## config.mk

```make
export PLATFORM = sky130hd
export DESIGN_NAME = ssc_supply_ctrl
export DESIGN_NICKNAME = d
export VERILOG_FILES = /design/src/include/ssc_pkg.sv /design/src/design/ssc_sync.sv /design/src/design/ssc_supply_ctrl.sv
export VERILOG_INCLUDE_DIRS = /design/src /design/src/include
export SDC_FILE = /design/constraint.sdc
export NUM_CORES = 1
export LEC_CHECK = 0
export ABC_AREA = 1
export BUFFER_PORTS_ARGS = -buffer_cell sky130_fd_sc_hd__buf_2
export CAP_MARGIN = 40
export CORE_MARGIN = 2
export CORE_UTILIZATION = 46
export DETAILED_ROUTE_END_ITERATION = 16
export PLACE_DENSITY = 0.74
export REMOVE_ABC_BUFFERS = 1
export SETUP_SLACK_MARGIN = 0.15
export SLEW_MARGIN = 20
export SYNTH_ARGS = -nofsm -noshare
export SYNTH_HDL_FRONTEND = slang
export SYNTH_SLANG_ARGS = --single-unit
```

## constraint.sdc

```tcl
create_clock -name clk -period 2.9 [get_ports clk]
set_input_delay 0.29 -clock clk [delete_from_list [all_inputs] [get_ports clk]]
set_output_delay 0.29 -clock clk [all_outputs]
set_load 0.1 [all_outputs]
```

## src/include/ssc_map.svh

```systemverilog
// constants of the supply and debug control block: reset values and timing counts
`ifndef SSC_MAP_SVH
`define SSC_MAP_SVH

// clock period, in ns
`define SSC_CLK_PERIOD_NS 10
// settle time for the reset pin after a drive change, a least time
`define SSC_RST_SETTLE_NS 2000
`define SSC_RST_SETTLE_CYC ((`SSC_RST_SETTLE_NS + `SSC_CLK_PERIOD_NS - 1) / `SSC_CLK_PERIOD_NS)
// width of the settle counter
`define SSC_RST_CNT_W 9

// reset values, and the safe mode used during debug
`define SSC_RST_IO_MODE 2'h0
`define SSC_RST_MUX_SEL 3'h0
`define SSC_RST_SAFE_MODE 2'h0
`define SSC_DEBUG_SAFE_MODE 2'h0

// low-power overcurrent action codes
`define SSC_OC_ACT_WAKE 2'h0
`define SSC_OC_ACT_TIMER 2'h1
`define SSC_OC_ACT_REFRESH 2'h2

// positions in the synchronised input vector
`define SSC_SY_OVERCUR 0
`define SSC_SY_AUX_UV 1
`define SSC_SY_AUX_OC 2
`define SSC_SY_RST_PIN 3
`define SSC_SY_BELOW_UP 4
`define SSC_SY_BELOW_LO 5
`define SSC_SY_DEBUG_WIN 6
`define SSC_SY_RES_LO 7
`define SSC_SY_IO_LO 9
`define SSC_SY_CYC 13
`define SSC_SY_W 14

`endif

```

## src/include/ssc_pkg.sv

```systemverilog
// types of the supply and debug control block
package ssc_pkg;

  // general i/o pin configuration
  typedef enum logic [1:0] {
    SSC_IO_INPUT = 2'h0,
    SSC_IO_HIGH_SIDE = 2'h1,
    SSC_IO_LOW_SIDE = 2'h2,
    SSC_IO_HIZ = 2'h3
  } ssc_io_mode_e;

  // analog monitor sources
  typedef enum logic [2:0] {
    SSC_MON_MAIN_SUPPLY = 3'h0,
    SSC_MON_BATTERY_SENSE = 3'h1,
    SSC_MON_IO0 = 3'h2,
    SSC_MON_IO1 = 3'h3,
    SSC_MON_REF_2V5 = 3'h4,
    SSC_MON_DIE_TEMP = 3'h5,
    SSC_MON_CUR_COPY = 3'h6
  } ssc_mon_src_e;

  // debug mode state, one-hot
  typedef enum logic [2:0] {
    SSC_DBG_IDLE = 3'h1,
    SSC_DBG_ACTIVE = 3'h2,
    SSC_DBG_LEFT = 3'h4
  } ssc_debug_e;

  typedef logic [1:0] ssc_safe_mode_t;

endpackage

```

## src/design/ssc_sync.sv

```systemverilog
// two-flop synchroniser for a vector of asynchronous levels
`timescale 1ns/1ps
module ssc_sync #(
  parameter int W = 1
) (
  // clock and reset
  input wire logic clk,
  input wire logic rst_n,
  // levels
  input wire logic [W-1:0] din,
  output logic [W-1:0] dout
);

  logic [W-1:0] meta_ff;
  logic [W-1:0] sync_ff;

  // first stage feeds only the second stage
  always_ff @(posedge clk or negedge rst_n) begin
    if (!rst_n) begin
      meta_ff <= '0;
      sync_ff <= '0;
    end else begin
      meta_ff <= din;
      sync_ff <= meta_ff;
    end
  end

  assign dout = sync_ff;

endmodule

```

## src/design/ssc_supply_ctrl.sv

```systemverilog
// supply enables, reset and undervoltage handling, i/o, monitor, debug and fail-safe control
`timescale 1ns/1ps
`include "ssc_map.svh"
module ssc_supply_ctrl
  import ssc_pkg::*;
#(
  parameter int IO_N = 4
) (
  // clock and reset
  input wire logic clk,
  input wire logic rst_n,
  // device mode, from the mode logic on this clock
  input wire logic init_enter,
  input wire logic mode_normal,
  input wire logic mode_low_power,
  input wire logic mode_low_power_vdd_on,
  input wire logic cyclic_sense_en,
  input wire logic reset_request,
  input wire logic fault_event,
  // software settings, from the serial decoder on this clock
  input wire logic cfg_pnp_en,
  input wire logic [1:0] cfg_overcur_action,
  input wire logic cfg_uv_lower_sel,
  input wire logic cfg_aux_irq_en,
  input wire logic cfg_mon_load_en,
  input wire logic wr_can_reg,
  input wire logic wr_can_reg_on,
  input wire logic wr_aux,
  input wire logic wr_aux_on,
  input wire logic wr_aux_3v3,
  input wire logic wr_aux_flag_clr,
  input wire logic wr_rst_fail_clr,
  input wire logic wr_io,
  input wire logic [2*IO_N-1:0] wr_io_mode,
  input wire logic wr_mon,
  input wire logic [2:0] wr_mon_sel,
  input wire logic wr_debug_exit,
  input wire logic wr_safe,
  input wire logic [1:0] wr_safe_mode,
  input wire logic wr_safe_release,
  // analog detectors and pins, asynchronous
  input wire logic vdd_overcur_in,
  input wire logic aux_uv_in,
  input wire logic aux_oc_in,
  input wire logic rst_pin_in,
  input wire logic uv_threshold_upper,
  input wire logic uv_threshold_lower,
  input wire logic debug_select_pin,
  input wire logic [1:0] debug_res_code,
  input wire logic [IO_N-1:0] io_pin_in,
  input wire logic cyclic_clk_in,
  // supply controls
  output logic pnp_base_en,
  output logic can_reg_en,
  output logic lin_trx_en,
  output logic aux_regulator_en,
  output logic aux_3v3,
  output logic aux_fault_flag,
  output logic aux_irq,
  // low-power overcurrent events
  output logic oc_wake,
  output logic oc_timer_start,
  output logic oc_wdog_refresh,
  // reset pin, open drain, and undervoltage interrupt
  output logic rst_pin_out,
  output logic rst_pin_oe,
  output logic rst_fail_flag,
  output logic uv_irq,
  // general i/o
  output logic [IO_N-1:0] io_hs_on,
  output logic [IO_N-1:0] io_ls_on,
  output logic [IO_N-1:0] io_wake_in,
  output logic io_prot_en,
  // analog monitor
  output logic analog_monitor_en,
  output logic [2:0] analog_monitor_sel,
  output logic analog_monitor_load,
  // debug and watchdog
  output logic debug_active,
  output logic wdog_enable,
  // fail-safe
  output logic [1:0] safe_mode,
  output logic safe_pin_out,
  output logic safe_pin_oe
);

  // reset release through two flops
  logic rst_meta_ff;
  logic rst_sync_ff;
  always_ff @(posedge clk or negedge rst_n) begin
    if (!rst_n) begin
      rst_meta_ff <= 1'b0;
      rst_sync_ff <= 1'b0;
    end else begin
      rst_meta_ff <= 1'b1;
      rst_sync_ff <= rst_meta_ff;
    end
  end
  wire srst_n = rst_sync_ff;

  // all pin and detector levels cross into the clock domain here
  logic [`SSC_SY_W-1:0] sy;
  ssc_sync #(.W(`SSC_SY_W)) u_sync (
    .clk(clk),
    .rst_n(srst_n),
    .din({cyclic_clk_in, io_pin_in, debug_res_code, debug_select_pin, uv_threshold_lower,
          uv_threshold_upper, rst_pin_in, aux_oc_in, aux_uv_in, vdd_overcur_in}),
    .dout(sy)
  );
  wire s_overcur = sy[`SSC_SY_OVERCUR];
  wire s_aux_fault = sy[`SSC_SY_AUX_UV] | sy[`SSC_SY_AUX_OC];
  wire s_rst_pin = sy[`SSC_SY_RST_PIN];
  wire s_below_up = sy[`SSC_SY_BELOW_UP];
  wire s_below_lo = sy[`SSC_SY_BELOW_LO];
  wire s_debug_win = sy[`SSC_SY_DEBUG_WIN];
  wire [1:0] s_res_code = sy[`SSC_SY_RES_LO +: 2];
  wire [IO_N-1:0] s_io = sy[`SSC_SY_IO_LO +: IO_N];
  wire s_cyc = sy[`SSC_SY_CYC];

  // edge history for the detectors that raise events
  logic overcur_d_ff;
  logic aux_fault_d_ff;
  logic below_up_d_ff;
  logic cyc_d_ff;
  always_ff @(posedge clk or negedge srst_n) begin
    if (!srst_n) begin
      overcur_d_ff <= 1'b0;
      aux_fault_d_ff <= 1'b0;
      below_up_d_ff <= 1'b0;
      cyc_d_ff <= 1'b0;
    end else begin
      overcur_d_ff <= s_overcur;
      aux_fault_d_ff <= s_aux_fault;
      below_up_d_ff <= s_below_up;
      cyc_d_ff <= s_cyc;
    end
  end

  // low-power overcurrent event and the action picked for it
  wire overcur_evt = mode_low_power_vdd_on & s_overcur & ~overcur_d_ff;
  wire nxt_oc_wake = overcur_evt & (cfg_overcur_action == `SSC_OC_ACT_WAKE);
  wire nxt_oc_timer = overcur_evt & (cfg_overcur_action == `SSC_OC_ACT_TIMER);
  wire nxt_oc_refresh = overcur_evt & (cfg_overcur_action == `SSC_OC_ACT_REFRESH);

  // debug state machine
  ssc_debug_e dbg_ff;
  ssc_debug_e nxt_dbg;
  always_comb begin
    nxt_dbg = dbg_ff;
    case (dbg_ff)
      SSC_DBG_IDLE: begin
        if (init_enter && s_debug_win) begin
          nxt_dbg = SSC_DBG_ACTIVE;
        end
      end
      SSC_DBG_ACTIVE: begin
        // the command wins even while the window voltage stays present
        if (wr_debug_exit || !s_debug_win) begin
          nxt_dbg = SSC_DBG_LEFT;
        end
      end
      SSC_DBG_LEFT: nxt_dbg = SSC_DBG_LEFT;
      default: nxt_dbg = SSC_DBG_IDLE;
    endcase
  end
  wire nxt_debug = (nxt_dbg == SSC_DBG_ACTIVE);
  wire debug_enter = nxt_debug & (dbg_ff == SSC_DBG_IDLE);

  // transceiver supply: off at reset, set by software command, switched on at debug entry
  wire nxt_can_reg = debug_enter ? 1'b1 : (wr_can_reg ? wr_can_reg_on : can_reg_en);

  // monitor selection is dropped while the transceiver supply is off
  wire mon_take = wr_mon & can_reg_en & (wr_mon_sel <= 3'(SSC_MON_CUR_COPY));
  wire [2:0] nxt_mon_sel = mon_take ? wr_mon_sel : analog_monitor_sel;

  // aux regulator: a fault switches it off; set wins over clear on the flag
  wire aux_fault_evt = s_aux_fault & ~aux_fault_d_ff;
  wire nxt_aux_en = s_aux_fault ? 1'b0 : (wr_aux ? wr_aux_on : aux_regulator_en);
  wire nxt_aux_3v3 = wr_aux ? wr_aux_3v3 : aux_3v3;
  wire nxt_aux_flag = aux_fault_evt | (aux_fault_flag & ~wr_aux_flag_clr);
  wire nxt_aux_irq = aux_fault_evt & cfg_aux_irq_en;

  // undervoltage: lower threshold selected in normal mode turns the upper one into an interrupt
  wire uv_irq_mode = cfg_uv_lower_sel & mode_normal;
  wire uv_reset = uv_irq_mode ? s_below_lo : (s_below_up | s_below_lo);
  wire nxt_uv_irq = uv_irq_mode & s_below_up & ~below_up_d_ff;
  wire nxt_rst_drive = uv_reset | reset_request;

  // reset pin check after the pin has had time to follow the drive
  logic [`SSC_RST_CNT_W-1:0] rst_cnt_ff;
  wire rst_settled = (rst_cnt_ff == `SSC_RST_CNT_W'(`SSC_RST_SETTLE_CYC));
  wire drive_change = (nxt_rst_drive != rst_pin_oe);
  wire [`SSC_RST_CNT_W-1:0] nxt_rst_cnt = drive_change ? '0 :
                                          (rst_settled ? rst_cnt_ff : rst_cnt_ff + `SSC_RST_CNT_W'(1));
  wire rst_stuck = rst_settled & (s_rst_pin == rst_pin_oe);
  wire nxt_rst_fail = rst_stuck | (rst_fail_flag & ~wr_rst_fail_clr);

  // cyclic sense window follows the edges of the sampled sense clock
  logic cyc_on_ff;
  wire nxt_cyc_on = (s_cyc & ~cyc_d_ff) ? 1'b1 : ((~s_cyc & cyc_d_ff) ? 1'b0 : cyc_on_ff);

  // i/o configuration registers and drive
  logic [2*IO_N-1:0] io_mode_ff;
  logic [IO_N-1:0] nxt_io_hs;
  logic [IO_N-1:0] nxt_io_ls;
  logic [IO_N-1:0] nxt_io_wake;
  wire [2*IO_N-1:0] nxt_io_mode = wr_io ? wr_io_mode : io_mode_ff;
  genvar gi;
  generate
    for (gi = 0; gi < IO_N; gi++) begin : g_io
      wire [1:0] m = io_mode_ff[2*gi +: 2];
      // pin 0 is the switched output and the rest wake inputs while sensing
      wire sense_out = cyclic_sense_en & (gi == 0);
      wire sense_in = cyclic_sense_en & (gi != 0);
      wire drive_ok = ~sense_in & (~sense_out | cyc_on_ff);
      // configured state holds in low power as well
      assign nxt_io_hs[gi] = drive_ok & (m == 2'(SSC_IO_HIGH_SIDE));
      assign nxt_io_ls[gi] = drive_ok & (m == 2'(SSC_IO_LOW_SIDE));
      assign nxt_io_wake[gi] = (sense_in | (m == 2'(SSC_IO_INPUT))) & s_io[gi];
    end
  endgenerate

  // fail-safe mode and output; set wins over release
  logic safe_override_ff;
  logic [1:0] safe_sw_ff;
  wire [1:0] nxt_safe_sw = wr_safe ? wr_safe_mode : safe_sw_ff;
  wire nxt_safe_override = wr_safe | safe_override_ff;
  wire [1:0] res_mode = nxt_debug ? `SSC_DEBUG_SAFE_MODE : s_res_code;
  wire [1:0] nxt_safe_mode = nxt_safe_override ? nxt_safe_sw : res_mode;
  wire nxt_safe_low = fault_event | (safe_pin_oe & ~wr_safe_release);

  // state and setting registers
  always_ff @(posedge clk or negedge srst_n) begin
    if (!srst_n) begin
      dbg_ff <= SSC_DBG_IDLE;
      can_reg_en <= 1'b0;
      analog_monitor_sel <= `SSC_RST_MUX_SEL;
      aux_regulator_en <= 1'b0;
      aux_3v3 <= 1'b0;
      aux_fault_flag <= 1'b0;
      io_mode_ff <= {IO_N{`SSC_RST_IO_MODE}};
      cyc_on_ff <= 1'b0;
      rst_cnt_ff <= '0;
      rst_fail_flag <= 1'b0;
      safe_override_ff <= 1'b0;
      safe_sw_ff <= `SSC_RST_SAFE_MODE;
    end else begin
      dbg_ff <= nxt_dbg;
      can_reg_en <= nxt_can_reg;
      analog_monitor_sel <= nxt_mon_sel;
      aux_regulator_en <= nxt_aux_en;
      aux_3v3 <= nxt_aux_3v3;
      aux_fault_flag <= nxt_aux_flag;
      io_mode_ff <= nxt_io_mode;
      cyc_on_ff <= nxt_cyc_on;
      rst_cnt_ff <= nxt_rst_cnt;
      rst_fail_flag <= nxt_rst_fail;
      safe_override_ff <= nxt_safe_override;
      safe_sw_ff <= nxt_safe_sw;
    end
  end

  // registered outputs derived from the settings above
  always_ff @(posedge clk or negedge srst_n) begin
    if (!srst_n) begin
      pnp_base_en <= 1'b0;
      lin_trx_en <= 1'b0;
      analog_monitor_en <= 1'b0;
      analog_monitor_load <= 1'b0;
      aux_irq <= 1'b0;
      oc_wake <= 1'b0;
      oc_timer_start <= 1'b0;
      oc_wdog_refresh <= 1'b0;
      rst_pin_out <= 1'b0;
      rst_pin_oe <= 1'b1;
      uv_irq <= 1'b0;
      io_hs_on <= '0;
      io_ls_on <= '0;
      io_wake_in <= '0;
      io_prot_en <= 1'b0;
      debug_active <= 1'b0;
      wdog_enable <= 1'b1;
      safe_mode <= `SSC_RST_SAFE_MODE;
      safe_pin_out <= 1'b0;
      safe_pin_oe <= 1'b0;
    end else begin
      pnp_base_en <= cfg_pnp_en;
      lin_trx_en <= nxt_can_reg;
      analog_monitor_en <= nxt_can_reg;
      analog_monitor_load <= cfg_mon_load_en & nxt_can_reg;
      aux_irq <= nxt_aux_irq;
      oc_wake <= nxt_oc_wake;
      oc_timer_start <= nxt_oc_timer;
      oc_wdog_refresh <= nxt_oc_refresh;
      rst_pin_out <= 1'b0;
      rst_pin_oe <= nxt_rst_drive;
      uv_irq <= nxt_uv_irq;
      io_hs_on <= nxt_io_hs;
      io_ls_on <= nxt_io_ls;
      io_wake_in <= nxt_io_wake;
      io_prot_en <= ~mode_low_power;
      debug_active <= nxt_debug;
      wdog_enable <= ~nxt_debug;
      safe_mode <= nxt_safe_mode;
      safe_pin_out <= 1'b0;
      safe_pin_oe <= nxt_safe_low;
    end
  end

endmodule

```

; ---- Word level (Yosys, flattened, before mapping)
; Index checks and enable logic that the tools add are counted.
[word_totals]
regBits = 92
word_cells = 135
out_inout_bits = 38
inputBits = 54
[classes]
n_bitwise = 54
eq_ne = 18
reduce_logical = 10
order_cmp = 1
mux = 15
addsub = 1
[op_table]
columns = op, n
row1 = AND 1 bit, 32
row2 = 2-to-1 mux 9 bit, 2
row3 = inverter 1 bit, 11
row4 = OR 1 bit, 11
row5 = == test 2 x 1 -> 1 bit (second input constant), 5
row6 = == test 2 bit (second input constant), 5
row7 = zero test 2 bit, 5
row8 = adder 9 x 1 -> 9 bit (second input constant), 1
row9 = == test 9 x 8 -> 1 bit (second input constant), 1
row10 = case mux 3 bit (3 select lines), 1
row11 = 2-to-1 mux 1 bit, 7
row12 = == test 3 x 2 -> 1 bit (second input constant), 2
row13 = 2-to-1 mux 2 bit, 3
row14 = 2-to-1 mux 3 bit, 2
row15 = nonzero test 2 bit, 2
row16 = == test 3 x 1 -> 1 bit (second input constant), 1
row17 = == test 3 bit (second input constant), 1
row18 = less-or-equal comparator 3 bit (second input constant), 1
row19 = inequality test 2 x 1 -> 1 bit (second input constant), 1
row20 = == test 1 bit, 1
row21 = logical AND 1 bit, 1
row22 = zero test 1 bit, 1
row23 = logical OR 1 bit, 1
row24 = inequality test 1 bit, 1

; ---- Depth between registers and ports, before layout
[depth]
depth_word = 8
depth_mapped = 8
mapped_depth_nobuf = 8

; ---- Hierarchy
; Synthesis repeated with hierarchy kept, for this count alone.
[hier_totals]
cells_unflattened = 286
area_unflattened_um2 = 3245.6
[by_module_without_submodules]
columns = module, seq_area_each_um2, area_each_um2, cells_each, n_inst
row1 = ssc_supply_ctrl, 1605.3, 2544.9, 258, 1
row2 = ssc_sync, 700.7, 700.7, 28, 1

; ---- Worst setup path after synthesis
; No wires, ideal clock.
[synth_path]
path_type = reg2out
from = register lin_trx_en (netlist name)
to = output can_reg_en
path_buffers = 1
path_slack_ns = 1.238
required_ns = 2.610
stages_incl_launch_ff = 2
t_arrival_ns = 1.372
cell_sequence = dfrtp_1 buf_4
[synth_lines]
columns = item, line
row1 = "end, declared", ssc_supply_ctrl.sv:54  ; output logic can_reg_en,

; ---- Final worst setup path
[layout_path]
from = register rst_pin_oe
to = output rst_pin_oe
[layout_lines]
columns = item, line
row1 = "start, declared", ssc_supply_ctrl.sv:66  ; output logic rst_pin_oe,
row2 = "start signal, assigned", ssc_supply_ctrl.sv:296  ; rst_pin_oe <= nxt_rst_drive;
; No word-level cell between the ends.

==> impl_metrics.sql <==
INSERT INTO impl_metrics (metric_group, metric, value, unit) VALUES
('outcome', 'status', 'finished clean', ''),
('floorplan', 'die_area', '7800', 'sq um'),
('yosys', 'post_synth_instance_area', '3270', 'sq um'),
('setup_path', 'critical_path_required', '2.61', 'ns'),
('cts', 'clkLatencyLatePin', '0.35', 'ns'),
('power', 'worst_ir_drop_vdd', '371', 'uV'),
('job', 'max-cap-violations', '0', ''),
('timing', 'tightestPinTransition', '0.667', 'ns'),
('setup_path', 'crit_type', 'reg2out', ''),
('placement', 'place_congestion', '0.769', ''),
('final_layout', 'layout.cell_area.non_filler', '4010', 'sq um'),
('cts', 'clock_path_buffers', '2', ''),
('routing', 'viasPerCell', '4.45', ''),
('setup_path', 'critical-path-slowest-cell', 'sky130_fd_sc_hd__dfstp_2', ''),
('final_layout', 'layout-area-overhead-vs-synth', '22.6', '%'),
('yosys', 'post_synth.cell_area_avg', '11.3', 'sq um'),
('global_route', 'grt_start_max_net_pins', '55', ''),
('timing', 'slew_viol_final', '0', ''),
('timing', 'finalHoldViolations', '0', ''),
('routing', 'ant_nets', '0', ''),
('setup_path', 'critPathMaxFanout', '4', ''),
('global_route', 'grt.total_usage', '15.6', '%'),
('routing', 'finalWirelength', '5570', 'microns'),
('setup_path', 'cp_data_arrival_time', '1.33', 'ns'),
('cts', 'cts.sink_count', '92', ''),
('power', 'pwr_density_cell', '742', 'nW/um^2'),
('placement', 'io_buffer_count', '89', ''),
('yosys', 'post_synth_num_cell_types', '33', ''),
('setup_path', 'cp_cell_sequence', 'buf_2', ''),
('floorplan', 'fp-row-count', '30', ''),
('cts', 'resize_count_post_cts', '0', ''),
('cts', 'clock_tree.htree_level_count', '3', ''),
('final_layout', 'final_layout_size_suffix_gt1_share', '30.5', '%'),
('yosys', 'synth_area_leader_cell', 'sky130_fd_sc_hd__dfrtp_1', ''),
('power', 'p_leak', '2.13', 'nW'),
('routing', 'route.vias.total', '2162', ''),
('cts', 'cts_inserted_buffers', '9', ''),
('timing', 'slew_headroom', '55.5', '%'),
('placement', 'detailedPlacementHpwl', '4130', 'microns'),
('yosys', 'proportion_of_register_bits_with_asynchronous_set_or_reset_after_synthesis', '100', '%'),
('setup_path', 'worst-path-buf-inv', '1', ''),
('global_route', 'grt_pass1_vias', '2081', ''),
('setup_path', 'critical_path.startpoint_type', 'register', ''),
('floorplan', 'design.portCount', '92', ''),
('timing', 'post-route-period-util', '55.8', '%'),
('cts', 'clockRootBuffer', 'sky130_fd_sc_hd__clkbuf_8', ''),
('yosys', 'post_synth_most_frequent_cells', '89 x sky130_fd_sc_hd__dfrtp_1, 51 x sky130_fd_sc_hd__nand2_1, 39 x sky130_fd_sc_hd__inv_1, 18 x sky130_fd_sc_hd__nor2_1', ''),
('yosys', 'synth.most_common_cell', 'sky130_fd_sc_hd__dfrtp_1', ''),
('routing', 'drcViolationCount', '0', ''),
('yosys', 'post_synthesis_register_bit_count', '92', ''),
('yosys', 'warning_count_from_the_yosys_run', '0', ''),
('timing', 'fin_setup_tns', '0', 'ns'),
('global_route', 'grt_antenna_before_repair', '0', ''),
('setup_path', 'critPathTopFamily', 'flip-flops', ''),
('routing', 'post_detailed_route_wirelength_per_cell', '11.5', 'microns'),
('routing', 'detailedRoute.firstPassIterationCount', '4', ''),
('setup_path', 'critical-path-max-stage-delay', '0.56', 'ns'),
('placement', 'postPlaceCellArea', '3810', 'sq um'),
('setup_path', 'end_kind', 'output port', ''),
('final_layout', 'antenna_cells_inserted', '0', ''),
('global_route', 'first_pass_grt_wire_length', '9090', 'microns'),
('cts', 'clk_pin_slew_worst_setup_hold_paths', '0.09', 'ns'),
('timing', 'timing.final.ws_setup', '1.28', 'ns'),
('global_route', 'grt_overflow_total', '0', ''),
('cts', 'cts_tree', 'built', ''),
('yosys', 'postSynth.topFlopCell', 'sky130_fd_sc_hd__dfrtp_1', ''),
('floorplan', 'coreArea', '6830', 'sq um'),
('timing', 'final.setup_skew', '0.00706', 'ns'),
('min_path', 'hp-class', 'in2reg', ''),
('timing', 'setup_repair_after_global_routing_missed_its_margin', 'false', ''),
('floorplan', 'die_height', '88.3', 'microns');
## sequential cells by signal, summed over array words and instances, names as in the netlist, 2 cells and up
register	cells
analog_monitor_sel	3
dbg_ff	3
io_hs_on	4
io_ls_on	4
io_mode_ff	8
io_wake_in	4
rst_cnt_ff	9
safe_mode	2
safe_sw_ff	2
u_sync.dout	14
u_sync.meta_ff	14
## layout make-up
cell class | count | area, sq um
inverters | 43 | 161
flip-flops and latches | 92 | 2310
multi-input cells | 148 | 757
clock buffers | 12 | 135
well taps | 96 | 120
fillers | 608 | 2820
repair buffers | 91 | 475
clock inverters | 4 | 51.3
## cells by family after synthesis
logic type | Yosys count | synth area share (%)
AO/OA/AOI/OAI | 25 | 4.24
other | 2 | 0.230
flip-flops | 92 | 70.5
multiplexers | 3 | 0.994
XOR/XNOR | 5 | 1.34
AND/OR/NAND/NOR | 109 | 15.1
buffers and inverters | 51 | 6.50
adder cells (fa/ha/maj) | 3 | 1.15
## path summary, 6_finish.rpt
path                                             start                          end  slack [ns]  cells after the start
hold reg to reg            u_sync.meta_ff[8]$_DFF_PN0_     u_sync.dout[8]$_DFF_PN0_        0.35                      0
hold / removal                              rst_pin_in  u_sync.meta_ff[3]$_DFF_PN0_        0.04                      1
min in group asynchronous                        rst_n        rst_sync_ff$_DFF_PN0_        0.25                      2
setup / recovery                  rst_pin_oe$_DFF_PN1_                   rst_pin_oe        1.28                      1
setup reg to reg             rst_cnt_ff[0]$_DFFE_PN0P_    rst_cnt_ff[0]$_DFFE_PN0P_        1.61                      7
max in group asynchronous        rst_sync_ff$_DFF_PN0_         rst_pin_oe$_DFF_PN1_        1.83                      1
## per-stage QoR
stage	utilization (%)	hold WS, ns	std cells	total power, W
after floorplan	-	-0.00559	283	0.00204
after CTS	58.7	0.0169	486	0.00302
after detailed placement	55.8	0.0781	469	0.00220
after global routing	58.7	0.0144	486	0.00312
final	58.7	0.0411	486	0.00298
after global placement	55.5	0.0754	468	0.00217
## metal layers
layer  track usage (%)  routed length (microns)  vias to the layer above
met5                 0                        0                        -
met1              19.6                     2370                     1007
li1                  -                        -                     1091
met3              5.04                      382                        6
met2              24.7                     2720                       58
met4              7.02                       88                        0
## cell usage in the layout, fill, tap and decap left out, types with 2 or more instances in the layout
cell type | Yosys | routed
sky130_fd_sc_hd__a21boi_1 | 3 | 3
sky130_fd_sc_hd__buf_2 | 2 | 89
sky130_fd_sc_hd__nor2_2 | 2 | 2
sky130_fd_sc_hd__nor3_1 | 12 | 12
sky130_fd_sc_hd__o22ai_1 | 2 | 2
sky130_fd_sc_hd__dfstp_2 | 3 | 3
sky130_fd_sc_hd__clkbuf_8 | 0 | 9
sky130_fd_sc_hd__nor3b_1 | 2 | 2
sky130_fd_sc_hd__nand2_1 | 51 | 51
sky130_fd_sc_hd__nand3_1 | 14 | 14
sky130_fd_sc_hd__a21oi_1 | 3 | 3
sky130_fd_sc_hd__inv_1 | 39 | 39
sky130_fd_sc_hd__clkbuf_1 | 1 | 3
sky130_fd_sc_hd__nor2_1 | 18 | 18
sky130_fd_sc_hd__conb_1 | 2 | 3
sky130_fd_sc_hd__inv_2 | 4 | 4
sky130_fd_sc_hd__xor2_1 | 4 | 4
sky130_fd_sc_hd__dfrtp_1 | 89 | 88
sky130_fd_sc_hd__nand4_1 | 4 | 4
sky130_fd_sc_hd__o21ai_0 | 14 | 14
sky130_fd_sc_hd__ha_1 | 3 | 3
sky130_fd_sc_hd__mux2_2 | 2 | 2
## power by group
part	total, W	internal, W	switching [W]
clock	0.000812	0.000400	0.000412
sequential	0.00149	0.00140	0.0000845
combinational	0.000678	0.000136	0.000543
## timing repair
action	4_1_cts	5_1_grt
endpoints found under the hold margin	2	0
hold buffers	1	0
setup buffers	0	0
(Power assumes the default switching activity.)
